### src/pkg/sdram_cmd_pkg.sv
// constants and carrier types for the synchronous dram command front end
package sdram_cmd_pkg;
   localparam int ADDR_W      = 12;
   localparam int BANK_W      = 2;
   localparam int COL_W       = 8;
   localparam int DATA_W      = 16;
   localparam int NUM_BANKS   = 4;
   localparam int MODE_W      = 14;
   localparam int AP_BIT      = 10;
   // mode word fields
   localparam int BL_LSB      = 0;
   localparam int BT_BIT      = 3;
   localparam int RL_LSB      = 4;
   localparam int OPM_LSB     = 7;
   localparam int WBM_BIT     = 9;
   localparam int SEL_LSB     = 12;
   localparam logic [1:0] SEL_BASE = 2'h0;
   localparam logic [1:0] SEL_EXT  = 2'h2;
   localparam logic [13:0] MODE_RST = 14'h0000;
   localparam logic [11:0] EMODE_RST = 12'h000;
   // command codes {cs_n, ras_n, cas_n, we_n}
   localparam logic [3:0] CMD_NOP   = 4'h7;
   localparam logic [3:0] CMD_ACT   = 4'h3;
   localparam logic [3:0] CMD_RD    = 4'h5;
   localparam logic [3:0] CMD_WR    = 4'h4;
   localparam logic [3:0] CMD_PRE   = 4'h2;
   localparam logic [3:0] CMD_REF   = 4'h1;
   localparam logic [3:0] CMD_LMR   = 4'h0;
   localparam logic [3:0] CMD_BST   = 4'h6;

   typedef enum logic [2:0] {
      OP_NONE = 3'h0,
      OP_ACT  = 3'h1,
      OP_RD   = 3'h3,
      OP_WR   = 3'h2,
      OP_PRE  = 3'h6,
      OP_REF  = 3'h7,
      OP_LMR  = 3'h5
   } op_t;

   typedef struct packed {
      logic        cs_n;
      logic        ras_n;
      logic        cas_n;
      logic        we_n;
      logic [1:0]  bank;
      logic [11:0] addr;
   } cmd_pins_t;

   typedef struct packed {
      logic [2:0]  burst_len;
      logic        burst_type;
      logic [2:0]  read_lat;
      logic [1:0]  op_mode;
      logic        write_single;
   } mode_fields_t;
endpackage

### src/verilog/sdram_cmd_decode.sv
// command decoder for registered control pins
`timescale 1ns/1ps
module sdram_cmd_decode
   import sdram_cmd_pkg::*;
(
   // registered pins
   input  wire cmd_pins_t i_pins,
   // decoded command
   output op_t            o_op
);
   always_comb begin
      // a high chip select masks everything
      if (i_pins.cs_n) begin
         o_op = OP_NONE;
      end else begin
         case ({i_pins.cs_n, i_pins.ras_n, i_pins.cas_n,
                i_pins.we_n})
            CMD_ACT: o_op = OP_ACT;
            CMD_RD:  o_op = OP_RD;
            CMD_WR:  o_op = OP_WR;
            CMD_PRE: o_op = OP_PRE;
            CMD_REF: o_op = OP_REF;
            CMD_LMR: o_op = OP_LMR;
            default: o_op = OP_NONE;
         endcase
      end
   end
endmodule // sdram_cmd_decode

### src/verilog/sdram_mode_decode.sv
// field split of the stored mode word
`timescale 1ns/1ps
module sdram_mode_decode
   import sdram_cmd_pkg::*;
(
   // stored word
   input  wire logic [MODE_W-1:0] i_mode,
   // fields
   output mode_fields_t           o_fields
);
   always_comb begin
      o_fields.burst_len    = i_mode[BL_LSB +: 3];
      o_fields.burst_type   = i_mode[BT_BIT];
      o_fields.read_lat     = i_mode[RL_LSB +: 3];
      o_fields.op_mode      = i_mode[OPM_LSB +: 2];
      o_fields.write_single = i_mode[WBM_BIT];
   end
endmodule // sdram_mode_decode

### src/verilog/sdram_cmd_front.sv
// command front end: addressing, bank state and mode register storage
//
// Functional notes
// - all pins are captured on the rising clock edge only.
// - bank select picks the bank for active, read, write, precharge.
// - in a mode load, bank select picks base or extended register.
// - active captures all twelve address lines as row address.
// - read or write takes the low eight address lines as column.
// - each bank is 4096 rows by 256 columns of 16-bit words.
// - address bit ten on read or write requests auto precharge.
// - precharge with bit ten high closes all banks, else one.
// - address lines carry the opcode stored into the mode register.
// - mode register is undefined until loaded by the controller; here reset sets it to MODE_RST (zero) with o_mode_loaded low.
// - mode fields: length, type, latency, op mode, write burst mode.
// - both top mode bits zero select the base mode register.
// - mode register holds its value until written again.
// - registered high chip select masks every command.
// - commands are coded by chip select and three strobes.
`timescale 1ns/1ps
module sdram_cmd_front
   import sdram_cmd_pkg::*;
#(
   parameter int ROWS = 4096,
   parameter int COLS = 256
) (
   // clock and reset
   input  wire logic              i_clk_sys,
   input  wire logic              i_sys_rst,
   // command pins
   input  wire logic              i_cs_n,
   input  wire logic              i_ras_n,
   input  wire logic              i_cas_n,
   input  wire logic              i_we_n,
   input  wire logic              i_bank_select_0,
   input  wire logic              i_bank_select_1,
   input  wire logic [ADDR_W-1:0] i_row_col_addr_lines,
   // stored mode state
   output logic [MODE_W-1:0]      o_mode_register,
   output logic [ADDR_W-1:0]      o_ext_mode_register,
   output logic                   o_mode_loaded,
   // bank state
   output logic [NUM_BANKS-1:0]   o_bank_open,
   output logic                   o_all_idle,
   // last column access
   output logic                   o_access_valid,
   output logic                   o_access_write,
   output logic [BANK_W-1:0]      o_access_bank,
   output logic [ADDR_W-1:0]      o_access_row,
   output logic [COL_W-1:0]       o_access_col,
   output logic                   o_access_auto_pre,
   output logic [2:0]             o_access_burst_len,
   output logic                   o_access_burst_type,
   output logic [2:0]             o_access_read_lat,
   // refresh count since last reset
   output logic [1:0]             o_refresh_count
);
   typedef struct packed {
      cmd_pins_t                           pins;
      logic [MODE_W-1:0]                   mode;
      logic [ADDR_W-1:0]                   emode;
      logic                                loaded;
      logic [NUM_BANKS-1:0]                open;
      logic [NUM_BANKS-1:0][ADDR_W-1:0]    rows;
      logic                                acc_v;
      logic                                acc_w;
      logic [BANK_W-1:0]                   acc_bank;
      logic [ADDR_W-1:0]                   acc_row;
      logic [COL_W-1:0]                    acc_col;
      logic                                acc_ap;
      logic [2:0]                          acc_bl;
      logic                                acc_bt;
      logic [2:0]                          acc_rl;
      logic [1:0]                          refs;
      logic                                idle;
      logic                                run;
   } state_t;

   state_t       st_q;
   state_t       st_d;
   op_t          op;
   mode_fields_t mf;
   logic [BANK_W-1:0] bk;

   sdram_cmd_decode u_dec (
      .i_pins (st_q.pins),
      .o_op   (op)
   );

   sdram_mode_decode u_mode (
      .i_mode   (st_q.mode),
      .o_fields (mf)
   );

   // row index is ADDR_W bits wide, columns COL_W: 4096 x 256 words
   // of DATA_W bits each; the array lives outside this block
   assign bk = st_q.pins.bank;

   always_comb begin
      st_d = st_q;
      // pins are sampled here and acted on one edge later
      st_d.pins.cs_n  = i_cs_n;
      st_d.pins.ras_n = i_ras_n;
      st_d.pins.cas_n = i_cas_n;
      st_d.pins.we_n  = i_we_n;
      st_d.pins.bank  = {i_bank_select_1, i_bank_select_0};
      st_d.pins.addr  = i_row_col_addr_lines;
      st_d.acc_v      = 1'b0;
      case (op)
         OP_ACT: begin
            st_d.open[bk] = 1'b1;
            st_d.rows[bk] = st_q.pins.addr;
         end
         OP_RD,
         OP_WR: begin
            // access to a closed bank is the controller's fault;
            // it is reported anyway so a checker can see it
            st_d.acc_v    = 1'b1;
            st_d.acc_w    = (op == OP_WR);
            st_d.acc_bank = bk;
            st_d.acc_row  = st_q.rows[bk];
            st_d.acc_col  = st_q.pins.addr[COL_W-1:0];
            st_d.acc_ap   = st_q.pins.addr[AP_BIT];
            st_d.acc_bl   = (op == OP_WR && mf.write_single) ?
                            3'h0 : mf.burst_len;
            st_d.acc_bt   = mf.burst_type;
            st_d.acc_rl   = mf.read_lat;
            // auto precharge closes the row; burst timing not modelled
            if (st_q.pins.addr[AP_BIT]) begin
               st_d.open[bk] = 1'b0;
            end
         end
         OP_PRE: begin
            if (st_q.pins.addr[AP_BIT]) begin
               st_d.open = '0;
            end else begin
               st_d.open[bk] = 1'b0;
            end
         end
         OP_REF: begin
            if (st_q.refs != 2'h3) begin
               st_d.refs = st_q.refs + 2'h1;
            end
         end
         OP_LMR: begin
            // bank select carries mode bits 12 and 13
            if (bk == SEL_BASE) begin
               st_d.mode   = {bk, st_q.pins.addr};
               st_d.loaded = 1'b1;
            end else if (bk == SEL_EXT) begin
               st_d.emode = st_q.pins.addr;
            end
         end
         default: begin
         end
      endcase
      // idle is kept in a flop so the output never glitches
      st_d.idle = ~|st_d.open;
      st_d.run  = 1'b1;
   end

   // no power-on reset exists on the device; the reset here only
   // brings simulation to a known state, mode stays unloaded
   always_ff @(posedge i_clk_sys) begin
      if (i_sys_rst) begin
         st_q          <= '0;
         st_q.pins     <= {4'hf, 2'h0, 12'h000};
         st_q.mode     <= MODE_RST;
         st_q.emode    <= EMODE_RST;
         st_q.idle     <= 1'b1;
      end else begin
         st_q <= st_d;
      end
   end

   always_comb begin
      o_mode_register     = st_q.mode;
      o_ext_mode_register = st_q.emode;
      o_mode_loaded       = st_q.loaded;
      o_bank_open         = st_q.open;
      o_all_idle          = st_q.idle;
      o_access_valid      = st_q.acc_v;
      o_access_write      = st_q.acc_w;
      o_access_bank       = st_q.acc_bank;
      o_access_row        = st_q.acc_row;
      o_access_col        = st_q.acc_col;
      o_access_auto_pre   = st_q.acc_ap;
      o_access_burst_len  = st_q.acc_bl;
      o_access_burst_type = st_q.acc_bt;
      o_access_read_lat   = st_q.acc_rl;
      o_refresh_count     = st_q.refs;
   end

   // assertions; run stays low for one edge after reset release

   property p_cs_mask;
      @(posedge i_clk_sys) disable iff (i_sys_rst)
      (st_q.run && i_cs_n) |=> ##1 $stable(st_q.mode) && !st_q.acc_v;
   endproperty
   a_cs_mask: assert property (p_cs_mask)
      else $error("command accepted with chip select high");

   property p_act_row;
      @(posedge i_clk_sys) disable iff (i_sys_rst)
      (op == OP_ACT) |=> o_bank_open[$past(bk)]
         && st_q.rows[$past(bk)] == $past(st_q.pins.addr);
   endproperty
   a_act_row: assert property (p_act_row)
      else $error("active did not open the bank");

   property p_col;
      @(posedge i_clk_sys) disable iff (i_sys_rst)
      (op == OP_RD || op == OP_WR) |=> o_access_valid
         && o_access_col == $past(st_q.pins.addr[COL_W-1:0])
         && o_access_bank == $past(bk);
   endproperty
   a_col: assert property (p_col)
      else $error("column or bank of access wrong");

   property p_ap;
      @(posedge i_clk_sys) disable iff (i_sys_rst)
      (op == OP_RD || op == OP_WR) |=>
         o_access_auto_pre == $past(st_q.pins.addr[AP_BIT]);
   endproperty
   a_ap: assert property (p_ap)
      else $error("auto precharge flag wrong");

   property p_pre_all;
      @(posedge i_clk_sys) disable iff (i_sys_rst)
      (op == OP_PRE && st_q.pins.addr[AP_BIT]) |=> o_all_idle;
   endproperty
   a_pre_all: assert property (p_pre_all)
      else $error("precharge all left a bank open");

   property p_pre_one;
      @(posedge i_clk_sys) disable iff (i_sys_rst)
      (op == OP_PRE && !st_q.pins.addr[AP_BIT]) |=>
         !o_bank_open[$past(bk)];
   endproperty
   a_pre_one: assert property (p_pre_one)
      else $error("selected bank not precharged");

   property p_lmr;
      @(posedge i_clk_sys) disable iff (i_sys_rst)
      (op == OP_LMR && bk == SEL_BASE) |=>
         o_mode_register == {2'h0, $past(st_q.pins.addr)}
         && o_mode_loaded;
   endproperty
   a_lmr: assert property (p_lmr)
      else $error("mode load not stored");

   property p_ext;
      @(posedge i_clk_sys) disable iff (i_sys_rst)
      (op == OP_LMR && bk != SEL_BASE) |=> $stable(o_mode_register);
   endproperty
   a_ext: assert property (p_ext)
      else $error("extended load touched base register");

   property p_hold;
      @(posedge i_clk_sys) disable iff (i_sys_rst)
      (st_q.run && op != OP_LMR) |=> $stable(o_mode_register);
   endproperty
   a_hold: assert property (p_hold)
      else $error("mode register changed without a load");

   property p_wbm;
      @(posedge i_clk_sys) disable iff (i_sys_rst)
      (op == OP_WR && mf.write_single) |=> o_access_burst_len == 3'h0;
   endproperty
   a_wbm: assert property (p_wbm)
      else $error("single write mode ignored");
endmodule // sdram_cmd_front

### config.mk
export PLATFORM = sky130hd
export DESIGN_NAME = sdram_cmd_front
export DESIGN_NICKNAME = d
export VERILOG_FILES = /design/src/pkg/sdram_cmd_pkg.sv /design/src/verilog/sdram_cmd_decode.sv /design/src/verilog/sdram_mode_decode.sv /design/src/verilog/sdram_cmd_front.sv
export SDC_FILE = /design/constraint.sdc
export NUM_CORES = 1
export LEC_CHECK = 0
export CORE_MARGIN = 1
export CORE_UTILIZATION = 33
export CTS_BUF_LIST = sky130_fd_sc_hd__clkbuf_8
export CTS_CLUSTER_SIZE = 25
export DETAILED_ROUTE_END_ITERATION = 7
export DONT_BUFFER_PORTS = 1
export HOLD_SLACK_MARGIN = 0.03
export MAX_ROUTING_LAYER = met4
export PLACE_DENSITY = 0.45
export SYNTH_ARGS = -nofsm -noshare
export SYNTH_HDL_FRONTEND = slang
export SYNTH_SLANG_ARGS = --single-unit
### constraint.sdc
create_clock -name i_clk_sys -period 3.27 [get_ports i_clk_sys]
set_clock_uncertainty 0.15 [all_clocks]
set_input_delay 0.1635 -clock i_clk_sys [delete_from_list [all_inputs] [get_ports i_clk_sys]]
set_output_delay 0.1635 -clock i_clk_sys [all_outputs]
set_load 0.02 [all_outputs]
==> reports/metrics.cfg <==
[synthesis]
ys.flop_type=dfxtp_1
ys_seq_area_share_pct=49.8
syn_nets=628
yosysMostFrequentCell=nand2_1
async_flop_share_pct=0
synthTopCellsByCount=nand2_1 (170), dfxtp_1 (132), a21oi_1 (90), buf_4 (61), clkbuf_1 (32)
synthCells=607
syn_area_per_cell_um2=8.74
ys_seq_elements=132
yosys.area.top_type_share_pct=49.8
post-synth-top-area-cell=dfxtp_1
syn_area_mm2=0.00530
netlist-cell-type-count=30
yosysWarnings=0
synth_edf_count=0
ys_top_cells_by_area=dfxtp_1 (50%), nand2_1 (12%), buf_4 (8.6%), a21oi_1 (8.5%), mux4_2 (5.1%)

[clocking]
clock_latency_ns=0.44
cts_setup_buffers=0
clock_sinks=132
clkTransAtPathRegs_ns=0.08
cts.path.max_buffers=2
numCtsBuffers=17
clk_root_buffer_cell=clkbuf_8
cts_tree=done
htreeDepth=4

[global_routing]
grt_overflow=0
track_usage_pct=17.9
grt_util_met2_pct=27.6
grt_start_max_net_pins=127
antenna_found_initial=0
grtUsageMet1_pct=22.3
grt.busiest_layer=met2
grt_pass1_wl_um=21100
use_met3_pct=4.74
grt_pass1_vias=3629

[min_path]
hold_class=in -> reg

[sta]
tns_ns=0
max_freq_mhz=409
fin_crit_sh_pct=74.8
rsz0062_at_grt=no
hold_violations=0
slew_headroom_pct=52.7
maxSlewViolCount=0
tightest_slew_ns=0.710
min_period_ns=2.45
finalSetupViolations=0

[routing]
firstDrtPassIters=5
routedWlPerCell_um=17.4
drt-total-wl_um=13500
first_iter_violations=269
route.detailed.drc=0
vias=3723
antenna_left=0
vias_per_cell=4.79

[floorplan]
start_util_pct=34.4
core_mm2=0.0154
fp.dieW_um=129
die_h_um=129
rows=45
die_area_mm2=0.0166
boundaryPins=86

[cells_and_area]
n_antenna_cell=0
design_area_mm2=0.00570
nets=574
final_cells=777
final_util_pct=37.0
drive_above_1_share_pct=11.1
areaGrowthSynthToFinish_pct=7.57
fillers=1606

[critical_path]
criticalPathCategory=reg -> reg
critPathLaunchType=register
cpPeakStageDelay_ns=0.56
critPathArrivalTime_ns=2.69
path_delay_family=simple AND/OR/NAND/NOR gates
reg2reg_slack_ns=0.82
crit_chain=nand2b_1 -> nor2_2 -> buf_12 -> nand3_1 -> a21oi_1 -> dlygate4sd3_1
cp_slowest_cell=dlygate4sd3_1
critPathBufInv=2
required_ns=3.51
timing.critical_path.to_type=register
worstPathMaxFanout=21

[placement]
dp_hpwl_um=8480
dp.cells=724
place_area_mm2=0.00502
portBuffers=0
finalWeightedCongestion=0.755

[run_status]
outcome=finished clean

[job]
maxCapViolations=0

[power]
p_leak_nw=1.88
power_density_mw_per_mm2=584
ir_drop_mv=0.245

-- final timing paths --
check / startpoint / end / depth (start not counted)
worst min-delay path: i_we_n / st_q[129] / 2
worst max register to register: st_q[131] / o_access_burst_len[0] / 6
worst min register to register: st_q[57] / st_q[57] / 2
worst max-delay path: st_q[131] / o_access_burst_len[0] / 6
-- cell type report --
cell class,count,area [um^2],share of cell area [%]
flip-flops and latches,132,2640,46.3
multi-input cells,373,2040,35.8
repair buffers,28,293,5.13
clock buffers,21,289,5.07
well taps,211,264,4.63
clock inverters,11,171,3.01
inverters,1,3.75,0.0658
-- cells by family (layout without fill, tap and decap cells) --
| group | count (synthesis) | after routing | share of synthesized area, % |
|---|---|---|---|
| and+or+nand+nor | 245 | 245 | 20.1 |
| DFF | 132 | 132 | 49.8 |
| buffers and inverters | 102 | 61 | 11.7 |
| AOI/OAI and AO/OA | 101 | 101 | 10.4 |
| muxes | 25 | 25 | 7.55 |
| adders and majority gates | 1 | 1 | 0.236 |
| xor gates and xnor gates | 1 | 1 | 0.165 |
-- placed cells by master (no fill, tap or decap), types with 2 or more instances in the layout --
cell type and instances:
clkinv_4 2, and2_1 7, or2_2 5, mux2i_1 13
bufinv_16 4, dlygate4sd3_1 20, o22a_1 3, nor2_1 19
a211oi_1 4, and3_1 3, nand3b_1 2, a21oi_1 90
buf_4 6, mux4_2 12, nand3_1 15, nor2b_1 16
clkinv_2 2, clkinvlp_4 2, clkbuf_8 21, nand2_1 170
nand2b_1 2, dfxtp_1 132
-- state kept, by name, summed over array words and instances, names as in the netlist --
| name | cells |
|---|---|
| bk | 2 |
| o_access_auto_pre | 1 |
| o_access_bank | 2 |
| o_access_burst_len | 3 |
| o_access_burst_type | 1 |
| o_access_col | 8 |
| o_access_read_lat | 3 |
| o_access_row | 12 |
| o_access_valid | 1 |
| o_access_write | 1 |
| o_all_idle | 1 |
| o_bank_open | 4 |
| o_ext_mode_register | 12 |
| o_mode_loaded | 1 |
| o_mode_register | 14 |
| o_refresh_count | 2 |
| st_q | 64 |
-- through the flow --
| stage | power, mW | hold WS, ns | setup slack [ns] |
|---|---|---|---|
| after floorplan | 1.75 | 0.117 | 1.51 |
| after global placement | 1.76 | 0.0954 | 1.11 |
| after detailed placement | 1.76 | 0.0954 | 1.08 |
| after CTS | 3.39 | 0.167 | 0.856 |
| after global routing | 3.47 | 0.173 | 0.588 |
| final | 3.33 | 0.201 | 0.823 |
-- where the power goes --
part | internal [mW] | switching, mW | leakage (nW)
Sequential | 1.62 | 0.0423 | 1.07
Combinational | 0.0440 | 0.0575 | 0.582
Clock | 0.915 | 0.652 | 0.228
-- metal layers --
layer | up-vias | part of all wire, %
li1 | 1828 | -
met1 | 1782 | 46
met2 | 99 | 47
met3 | 14 | 6.2
met4 | 0 | 1.3
met5 | - | 0
-- what timing repair did --
item / in CTS / in global routing
gates resized for setup: 0 / 0
hold endpoints to repair: 132 / 0
hold buffers: 21 / 0
No activity file was read; power rests on OpenSTA's default activity.
